`src/ee_pkg.sv`:
```
package ee_pkg;

    // Clock and two-wire bus timing
    localparam int CLK_NS   = 20;
    localparam int T_QTR_NS = 2500;
    localparam int QTR_CYC  = (T_QTR_NS + CLK_NS - 1) / CLK_NS;
    localparam int T_WR_US  = 5000;
    localparam int WR_CYC   = (T_WR_US * 1000 + CLK_NS - 1) / CLK_NS;

    // Address window of the product-data path
    localparam logic [7:0] VPD_BASE = 8'h20;
    localparam logic [7:0] VPD_MAX  = 8'hE0;

    // Two-wire control bytes
    localparam logic [7:0] DEV_WR   = 8'hA0;
    localparam logic [7:0] DEV_RD   = 8'hA1;
    localparam logic [7:0] RD_FILL  = 8'hFF;

    // Direct register field positions
    localparam int CS_DATA_LSB = 0;
    localparam int CS_ADDR_LSB = 8;
    localparam int CS_READ_BIT = 30;
    localparam int CS_ACT_BIT  = 31;

    // Sequencer counts
    localparam logic [3:0] ACK_BIT   = 4'h8;
    localparam logic [1:0] PH_HIGH   = 2'h1;
    localparam logic [1:0] PH_SAMPLE = 2'h2;
    localparam logic [1:0] PH_LAST   = 2'h3;
    localparam logic [1:0] IDX_WADDR = 2'h1;
    localparam logic [1:0] IDX_DATA  = 2'h2;
    localparam logic [1:0] IDX_RDATA = 2'h3;
    localparam logic [1:0] LAST_BYTE = 2'h3;

    typedef enum logic [2:0] {EE_IDLE, EE_START, EE_BIT, EE_STOP, EE_TWR} ee_state_e;

endpackage

```
`src/ee_host_access.sv`:
```
`timescale 1ns/1ps

module ee_host_access
    import ee_pkg::*;
#(
    parameter int WR_WAIT  = WR_CYC,
    parameter int QTR_WAIT = QTR_CYC
) (
    // Clock and reset
    input  wire logic        clk,
    input  wire logic        srst,
    // Configuration
    input  wire logic        reset_load_done,
    input  wire logic        eeprom_direct_access_enable,
    input  wire logic        eeprom_present,
    // Direct control/status register
    input  wire logic        cs_wr_en,
    input  wire logic [31:0] cs_wr_data,
    output logic      [31:0] cs_rd_data,
    // Product-data registers
    input  wire logic        vpd_data_wr_en,
    input  wire logic [31:0] vpd_data_wr_val,
    input  wire logic        vpd_addr_wr_en,
    input  wire logic [7:0]  vpd_addr_wr,
    input  wire logic        vpd_flag_wr,
    output logic      [7:0]  vpd_addr,
    output logic             vpd_flag,
    output logic      [31:0] vpd_data,
    output logic             vpd_cap_en,
    // Two-wire pins
    output logic             scl_out,
    input  wire logic        sda_in,
    output logic             sda_out,
    output logic             sda_oe
);

    typedef struct packed {
        ee_state_e   st;
        logic [6:0]  div;
        logic [1:0]  ph;
        logic [3:0]  bitn;
        logic [1:0]  idx;
        logic [7:0]  sh;
        logic [17:0] wcnt;
        logic        scl;
        logic        sda;
        logic [2:0]  sync;
        logic        sda_q;
        logic        job_vpd;
        logic        job_rd;
        logic [1:0]  k;
        logic [7:0]  ee_addr;
        logic [7:0]  cs_addr;
        logic [7:0]  cs_data;
        logic        cs_read;
        logic        act;
        logic [7:0]  vpd_addr;
        logic        vpd_flag;
        logic [31:0] vpd_data;
        logic        vbusy;
    } ee_regs_s;

    localparam logic [6:0]  QTR_LAST = 7'(QTR_WAIT - 1);
    localparam logic [17:0] WR_LAST  = 18'(WR_WAIT - 1);

    ee_regs_s r_ff;
    ee_regs_s nxt_r;
    logic     tick;
    logic     fin;
    logic     acc_en;
    logic     vpd_en;
    logic     cs_take;
    logic     vpd_take;

    // Byte placed on the wire for each slot of a transfer
    function automatic logic [7:0] byte_for(input ee_regs_s s, input logic [1:0] i);
        logic [7:0] w;
        w = s.job_vpd ? s.vpd_data[{s.k, 3'b000} +: 8] : s.cs_data;
        case (i)
            2'h0:      byte_for = DEV_WR;
            IDX_WADDR: byte_for = s.ee_addr;
            IDX_DATA:  byte_for = s.job_rd ? DEV_RD : w;
            default:   byte_for = RD_FILL;
        endcase
    endfunction

    ////////////////////////////////////////////////////////////////////////////
    // Access enables

    assign acc_en = reset_load_done | eeprom_direct_access_enable;
    assign vpd_cap_en = eeprom_present;
    assign vpd_en = acc_en & eeprom_present;

    assign cs_take = cs_wr_en & acc_en & ~r_ff.act & ~r_ff.vbusy;
    assign vpd_take = vpd_addr_wr_en & vpd_en & ~r_ff.act & ~r_ff.vbusy
                    & (vpd_addr_wr <= VPD_MAX);

    ////////////////////////////////////////////////////////////////////////////
    // Next state

    always_comb begin
        nxt_r = r_ff;
        tick = 1'b0;
        fin = 1'b0;
        nxt_r.sync = {r_ff.sync[1:0], sda_in};
        if (r_ff.sync[2] == r_ff.sync[1]) begin
            nxt_r.sda_q = r_ff.sync[2];
        end

        // Bit-rate divider only runs while the wire is in use
        if (r_ff.st == EE_IDLE || r_ff.st == EE_TWR) begin
            nxt_r.div = '0;
        end else if (r_ff.div == QTR_LAST) begin
            nxt_r.div = '0;
            tick = 1'b1;
        end else begin
            nxt_r.div = r_ff.div + 7'h1;
        end

        if (cs_take) begin
            nxt_r.cs_addr = cs_wr_data[CS_ADDR_LSB +: 8];
            nxt_r.cs_data = cs_wr_data[CS_DATA_LSB +: 8];
            nxt_r.cs_read = cs_wr_data[CS_READ_BIT];
            nxt_r.act = 1'b1;
            nxt_r.job_vpd = 1'b0;
            nxt_r.job_rd = cs_wr_data[CS_READ_BIT];
            nxt_r.ee_addr = cs_wr_data[CS_ADDR_LSB +: 8];
            nxt_r.k = '0;
            nxt_r.idx = '0;
            nxt_r.ph = '0;
            nxt_r.st = EE_START;
        end

        if (vpd_data_wr_en && vpd_en && !r_ff.vbusy) begin
            nxt_r.vpd_data = vpd_data_wr_val;
        end

        if (vpd_addr_wr_en && vpd_en && !r_ff.act && !r_ff.vbusy) begin
            nxt_r.vpd_flag = vpd_flag_wr;
        end

        if (vpd_take) begin
            nxt_r.vpd_addr = vpd_addr_wr;
            nxt_r.vbusy = 1'b1;
            nxt_r.job_vpd = 1'b1;
            nxt_r.job_rd = ~vpd_flag_wr;
            nxt_r.ee_addr = vpd_addr_wr + VPD_BASE;
            nxt_r.k = '0;
            nxt_r.idx = '0;
            nxt_r.ph = '0;
            nxt_r.st = EE_START;
        end

        if (tick) begin
            nxt_r.ph = r_ff.ph + 2'h1;
        end
        case (r_ff.st)
            EE_START: begin
                if (tick) begin
                    case (r_ff.ph)
                        2'h0: begin
                            nxt_r.scl = 1'b0;
                            nxt_r.sda = 1'b1;
                        end
                        PH_HIGH:   nxt_r.scl = 1'b1;
                        PH_SAMPLE: nxt_r.sda = 1'b0;
                        default: begin
                            nxt_r.scl = 1'b0;
                            nxt_r.bitn = '0;
                            nxt_r.sh = byte_for(r_ff, r_ff.idx);
                            nxt_r.st = EE_BIT;
                        end
                    endcase
                end
            end
            EE_BIT: begin
                if (tick) begin
                    case (r_ff.ph)
                        2'h0: begin
                            nxt_r.scl = 1'b0;
                            // Ack slot is released; a read ends with no-ack
                            nxt_r.sda = (r_ff.bitn == ACK_BIT) ? 1'b1 : r_ff.sh[7];
                        end
                        PH_HIGH: nxt_r.scl = 1'b1;
                        PH_SAMPLE: begin
                            if (r_ff.bitn != ACK_BIT) begin
                                nxt_r.sh = {r_ff.sh[6:0], r_ff.sda_q};
                            end
                        end
                        default: begin
                            nxt_r.scl = 1'b0;
                            if (r_ff.bitn != ACK_BIT) begin
                                nxt_r.bitn = r_ff.bitn + 4'h1;
                            end else if (r_ff.idx == IDX_RDATA) begin
                                if (r_ff.job_vpd) begin
                                    nxt_r.vpd_data[{r_ff.k, 3'b000} +: 8] = r_ff.sh;
                                end else begin
                                    nxt_r.cs_data = r_ff.sh;
                                end
                                nxt_r.st = EE_STOP;
                            end else if (r_ff.idx == IDX_WADDR && r_ff.job_rd) begin
                                nxt_r.idx = IDX_DATA;
                                nxt_r.st = EE_START;
                            end else if (r_ff.idx == IDX_DATA && !r_ff.job_rd) begin
                                nxt_r.st = EE_STOP;
                            end else begin
                                nxt_r.idx = r_ff.idx + 2'h1;
                                nxt_r.bitn = '0;
                                nxt_r.sh = byte_for(r_ff, r_ff.idx + 2'h1);
                            end
                        end
                    endcase
                end
            end
            EE_STOP: begin
                if (tick) begin
                    case (r_ff.ph)
                        2'h0: begin
                            nxt_r.scl = 1'b0;
                            nxt_r.sda = 1'b0;
                        end
                        PH_HIGH:   nxt_r.scl = 1'b1;
                        PH_SAMPLE: nxt_r.sda = 1'b1;
                        default: begin
                            nxt_r.wcnt = '0;
                            if (r_ff.job_rd) begin
                                fin = 1'b1;
                            end else begin
                                nxt_r.st = EE_TWR;
                            end
                        end
                    endcase
                end
            end
            EE_TWR: begin
                // Fixed internal write time; no ack polling kept simple
                if (r_ff.wcnt == WR_LAST) begin
                    fin = 1'b1;
                end else begin
                    nxt_r.wcnt = r_ff.wcnt + 18'h1;
                end
            end
            EE_IDLE: begin
                nxt_r.scl = 1'b1;
                nxt_r.sda = 1'b1;
            end
            default: nxt_r.st = EE_IDLE;
        endcase

        // Byte finished: next lane or close the job
        if (fin) begin
            if (r_ff.job_vpd && r_ff.k != LAST_BYTE) begin
                nxt_r.k = r_ff.k + 2'h1;
                nxt_r.ee_addr = r_ff.ee_addr + 8'h1;
                nxt_r.idx = '0;
                nxt_r.ph = '0;
                nxt_r.st = EE_START;
            end else begin
                nxt_r.st = EE_IDLE;
                if (r_ff.job_vpd) begin
                    nxt_r.vbusy = 1'b0;
                    nxt_r.vpd_flag = r_ff.job_rd;
                end else begin
                    nxt_r.act = 1'b0;
                end
            end
        end
    end

    ////////////////////////////////////////////////////////////////////////////
    // State register

    always_ff @(posedge clk) begin
        if (srst) begin
            r_ff <= '0;
            r_ff.st <= EE_IDLE;
            r_ff.scl <= 1'b1;
            r_ff.sda <= 1'b1;
            r_ff.sync <= 3'h7;
            r_ff.sda_q <= 1'b1;
        end else begin
            r_ff <= nxt_r;
        end
    end

    ////////////////////////////////////////////////////////////////////////////
    // Outputs

    always_comb begin
        cs_rd_data = '0;
        cs_rd_data[CS_DATA_LSB +: 8] = r_ff.cs_data;
        cs_rd_data[CS_ADDR_LSB +: 8] = r_ff.cs_addr;
        cs_rd_data[CS_READ_BIT] = r_ff.cs_read;
        cs_rd_data[CS_ACT_BIT] = r_ff.act;
    end

    assign vpd_addr = r_ff.vpd_addr;
    assign vpd_flag = r_ff.vpd_flag;
    assign vpd_data = r_ff.vpd_data;
    assign scl_out = r_ff.scl;
    assign sda_out = 1'b0;
    assign sda_oe = ~r_ff.sda;
endmodule

```
`config.mk`:
```
export PLATFORM = sky130hd
export DESIGN_NAME = ee_host_access
export DESIGN_NICKNAME = d
export VERILOG_FILES = /design/src/ee_pkg.sv /design/src/ee_host_access.sv
export SDC_FILE = /design/constraint.sdc
export NUM_CORES = 1
export LEC_CHECK = 0
export BUFFER_PORTS_ARGS = -buffer_cell sky130_fd_sc_hd__buf_2
export CORE_MARGIN = 2
export CORE_UTILIZATION = 35
export CTS_CLUSTER_SIZE = 25
export DETAILED_ROUTE_END_ITERATION = 7
export GPL_ROUTABILITY_DRIVEN = 0
export HOLD_SLACK_MARGIN = 0.02
export SLEW_MARGIN = 20
export SYNTH_ARGS = -nofsm -noshare
export SYNTH_HDL_FRONTEND = slang
export SYNTH_SLANG_ARGS = --single-unit
```
`constraint.sdc`:
```
create_clock -name clk -period 4.2 [get_ports clk]
set_input_delay 0.84 -clock clk [delete_from_list [all_inputs] [get_ports clk]]
set_output_delay 0.84 -clock clk [all_outputs]
set_load 0.1 [all_outputs]
```
==> results_dict.tcl <==
set metrics [dict create \
    status "completed" \
    grt_overflow 0 \
    yosysUniqueCellTypes 67 \
    first_pass_iters 4 \
    yosysSeqAreaShare 0.3306 \
    busiest_layer "met2" \
    drc 0 \
    post-cts-setup-buffer-count 0 \
    power_switching_w 0.001042 \
    core_area_mm2 0.02089 \
    insertedDiodeCount 0 \
    tightest_slew_ns 1.012 \
    internal_power_w 0.002395 \
    cp.arrival_ns 3.23 \
    synthArstFlopShare 0 \
    rsz0062_at_grt "no" \
    crit_path_max_fanout 15 \
    synth_edf_count 0 \
    post_route_cells_drive_above_1_share 0.2362 \
    grt_pass1_wl_um 31460 \
    dieHeight_um 149.3 \
    power_frac_comb 0.165 \
    gr-usage-met3 0.03914 \
    swShare 0.3031 \
    ctsHoldBuffers 0 \
    areaGrowthSynthToFinish_pct 12.80 \
    clkTransAtPathRegs_ns 0.06 \
    skew_ns 0.008965 \
    cts_max_level 4 \
    critPathCaptureType "register" \
    totalWireLength_um 19780 \
    dp.final_hpwl_um 14030 \
    synth-main-ff-cell "dfxtp_1" \
    row_count 53 \
    via_count 6466 \
    setup_tns_ns 0 \
    period_needed_ns 2.890 \
    p_per_area_mw_per_mm2 412.4 \
    first_iter_violations 356 \
    netlist_top_cells_area "dfxtp_1 (33%), buf_4 (8.1%), nand2_1 (6.6%)" \
    finalCoreUtilization 0.3990 \
    ir_worst_vdd_mv 0.2213 \
    cts_tree "done" \
    grt_pass1_vias 6049 \
    io_pins 159 \
    timing.final.crit_share 0.6881 \
    synth_top_area_frac 0.3306 \
    start_kind "register" \
    maxCapViolations 0 \
    wl_per_cell_um 16.00 \
    final_area_mm2 0.008334 \
    synthTopCellsByCount "nand2_1 (130), dfxtp_1 (122), a21oi_1 (89)" \
    clock_power_share 0.471 \
    grt_use_met1 0.2278 \
    syn_inst 905 \
    nNetsFinal 1054 \
    dieArea_mm2 0.02229 \
    relSlewSlack 0.3236 \
    yosysMostFrequentCell "nand2_1" \
    place_area_mm2 0.007666 \
    numCtsBuffers 17 \
    syn_avg_cell_area_um2 8.164 \
    leakage_nw 3.244 \
    cp_cell_sequence "inv_1 > ha_1 > nor3b_1 > nand3_1 > a21oi_1" \
    worstSetupPathType "reg -> reg" \
    synth_area_mm2 0.007388 \
    regToRegSetupSlack_ns 1.31 \
    seqPwrFrac 0.364 \
    hold_violations 0 \
    setup_viol 0 \
    use_met2 0.2926 \
    io_buffers 128 \
    slowest_stage "dfxtp_1" \
    timing.fmax_mhz 346.0 \
    grt_start_max_net_pins 90 \
    clock_sinks 122 \
    vias_per_cell 5.231 \
    slowest_delay_ns 0.87 \
    ys_warn_count 0 \
    initial_core_util 0.3537 \
    clockBufferDepth 2 \
    die_x_um 149.3 \
    antenna_found_initial 0 \
    hold_class "reg -> reg" \
    slew_violations 0 \
    cts-root-buf "clkbuf_16" \
    grtUsageTotal 0.1792 \
    worstPathRequired_ns 4.54 \
    clk_latency_ns 0.43 \
    synth_top_cell_by_area "dfxtp_1" \
    cts_resized 0 \
    antenna_left 0 \
    synth-seq-cells 122 \
]
==> state kept, by name, indices dropped and copies added, names as in the netlist <==
| signal | cells |
|---|---|
| cs_rd_data | 18 |
| vpd_flag | 1 |
| nxt_r | 2 |
| vpd_data | 32 |
| scl_out | 1 |
| vpd_addr | 8 |
| r_ff | 60 |
==> kinds of logic after synthesis <==
group           after synthesis  synth area share
compound gates              194            0.1721
buf+inv                     150            0.1211
other cells                   1         0.0005076
xor+xnor                     24           0.02845
simple gates                342            0.2227
fa+ha+maj                    24           0.04064
flops                       122            0.3306
mux                          48           0.08400
==> per-layer routing <==
layer	part of all wire	routed length (µm)	vias up
met5	0	0	-
met4	0.031	612	0
met3	0.054	1067	31
met2	0.48	9513	169
met1	0.43	8587	3052
li1	-	-	3214
==> worst paths after layout <==
check,startpoint,endpoint,cells past startpoint
worst min register to register,nxt_r[74]$_SDFF_PP1_,nxt_r[75]$_SDFF_PP1_,1
worst min-delay path,nxt_r[74]$_SDFF_PP1_,nxt_r[75]$_SDFF_PP1_,1
worst max register to register,r_ff[68]$_SDFF_PP0_,vpd_data[23]$_SDFF_PP0_,5
worst max-delay path,r_ff[68]$_SDFF_PP0_,vpd_data[23]$_SDFF_PP0_,5
==> per-stage QoR <==
step	std cells	setup slack, ns	hold WS (ns)	power, W
2_1_floorplan	919	1.894	0.3895	0.001774
3_3_place_gp	1203	1.409	0.3950	0.001840
3_5_place_dp	1203	1.391	0.3976	0.001843
4_1_cts	1235	1.370	0.4119	0.003465
5_1_grt	1236	1.046	0.4370	0.003556
6_report	1236	1.310	0.4078	0.003437
==> final cells by class <==
type	instances	area [µm²]
Clock inverter	14	219.0
Fill cell	2204	12550
Tap cell	275	344.1
Timing Repair Buffer	134	693.2
Sequential cell	122	2442
Inverter	26	97.59
Clock buffer	18	429.2
Multi-Input combinational cell	647	4109
==> layout by cell type, fill, tap and decap left out, types with 8 or more instances in the layout <==
cell / instances
ha_1: 24
xnor2_1: 17
nor2_1: 61
a21oi_1: 89
conb_1: 15
dfxtp_1: 122
nand3_1: 69
o21ai_0: 15
buf_2: 128
a311oi_1: 8
and2_1: 8
mux4_2: 8
a211oi_1: 20
a221oi_1: 12
inv_1: 26
mux2_2: 32
clkbuf_16: 17
and3_1: 8
nand2_1: 130
or3_1: 8
mux2i_1: 8
==> critical path, delay by kind of cell, from the launching register on <==
kind / cells / cell delay (ns)
DFF: 1 / 0.87
AOI/OAI and AO/OA: 1 / 0.18
buffers and inverters: 1 / 0.28
adders and majority gates: 1 / 0.46
and+or+nand+nor: 2 / 1.01
==> power by group through the flow <==
stage | registers, W | logic [W] | clock network, W
final | 0.00125 | 0.000566 | 0.00162
after global placement | 0.00128 | 0.000563 | 0
after detailed placement | 0.00128 | 0.000566 | 0
after floorplan | 0.00126 | 0.000513 | 0
after global routing | 0.00126 | 0.000601 | 0.00170
after CTS | 0.00125 | 0.000567 | 0.00165
(Power assumes the default switching activity.)
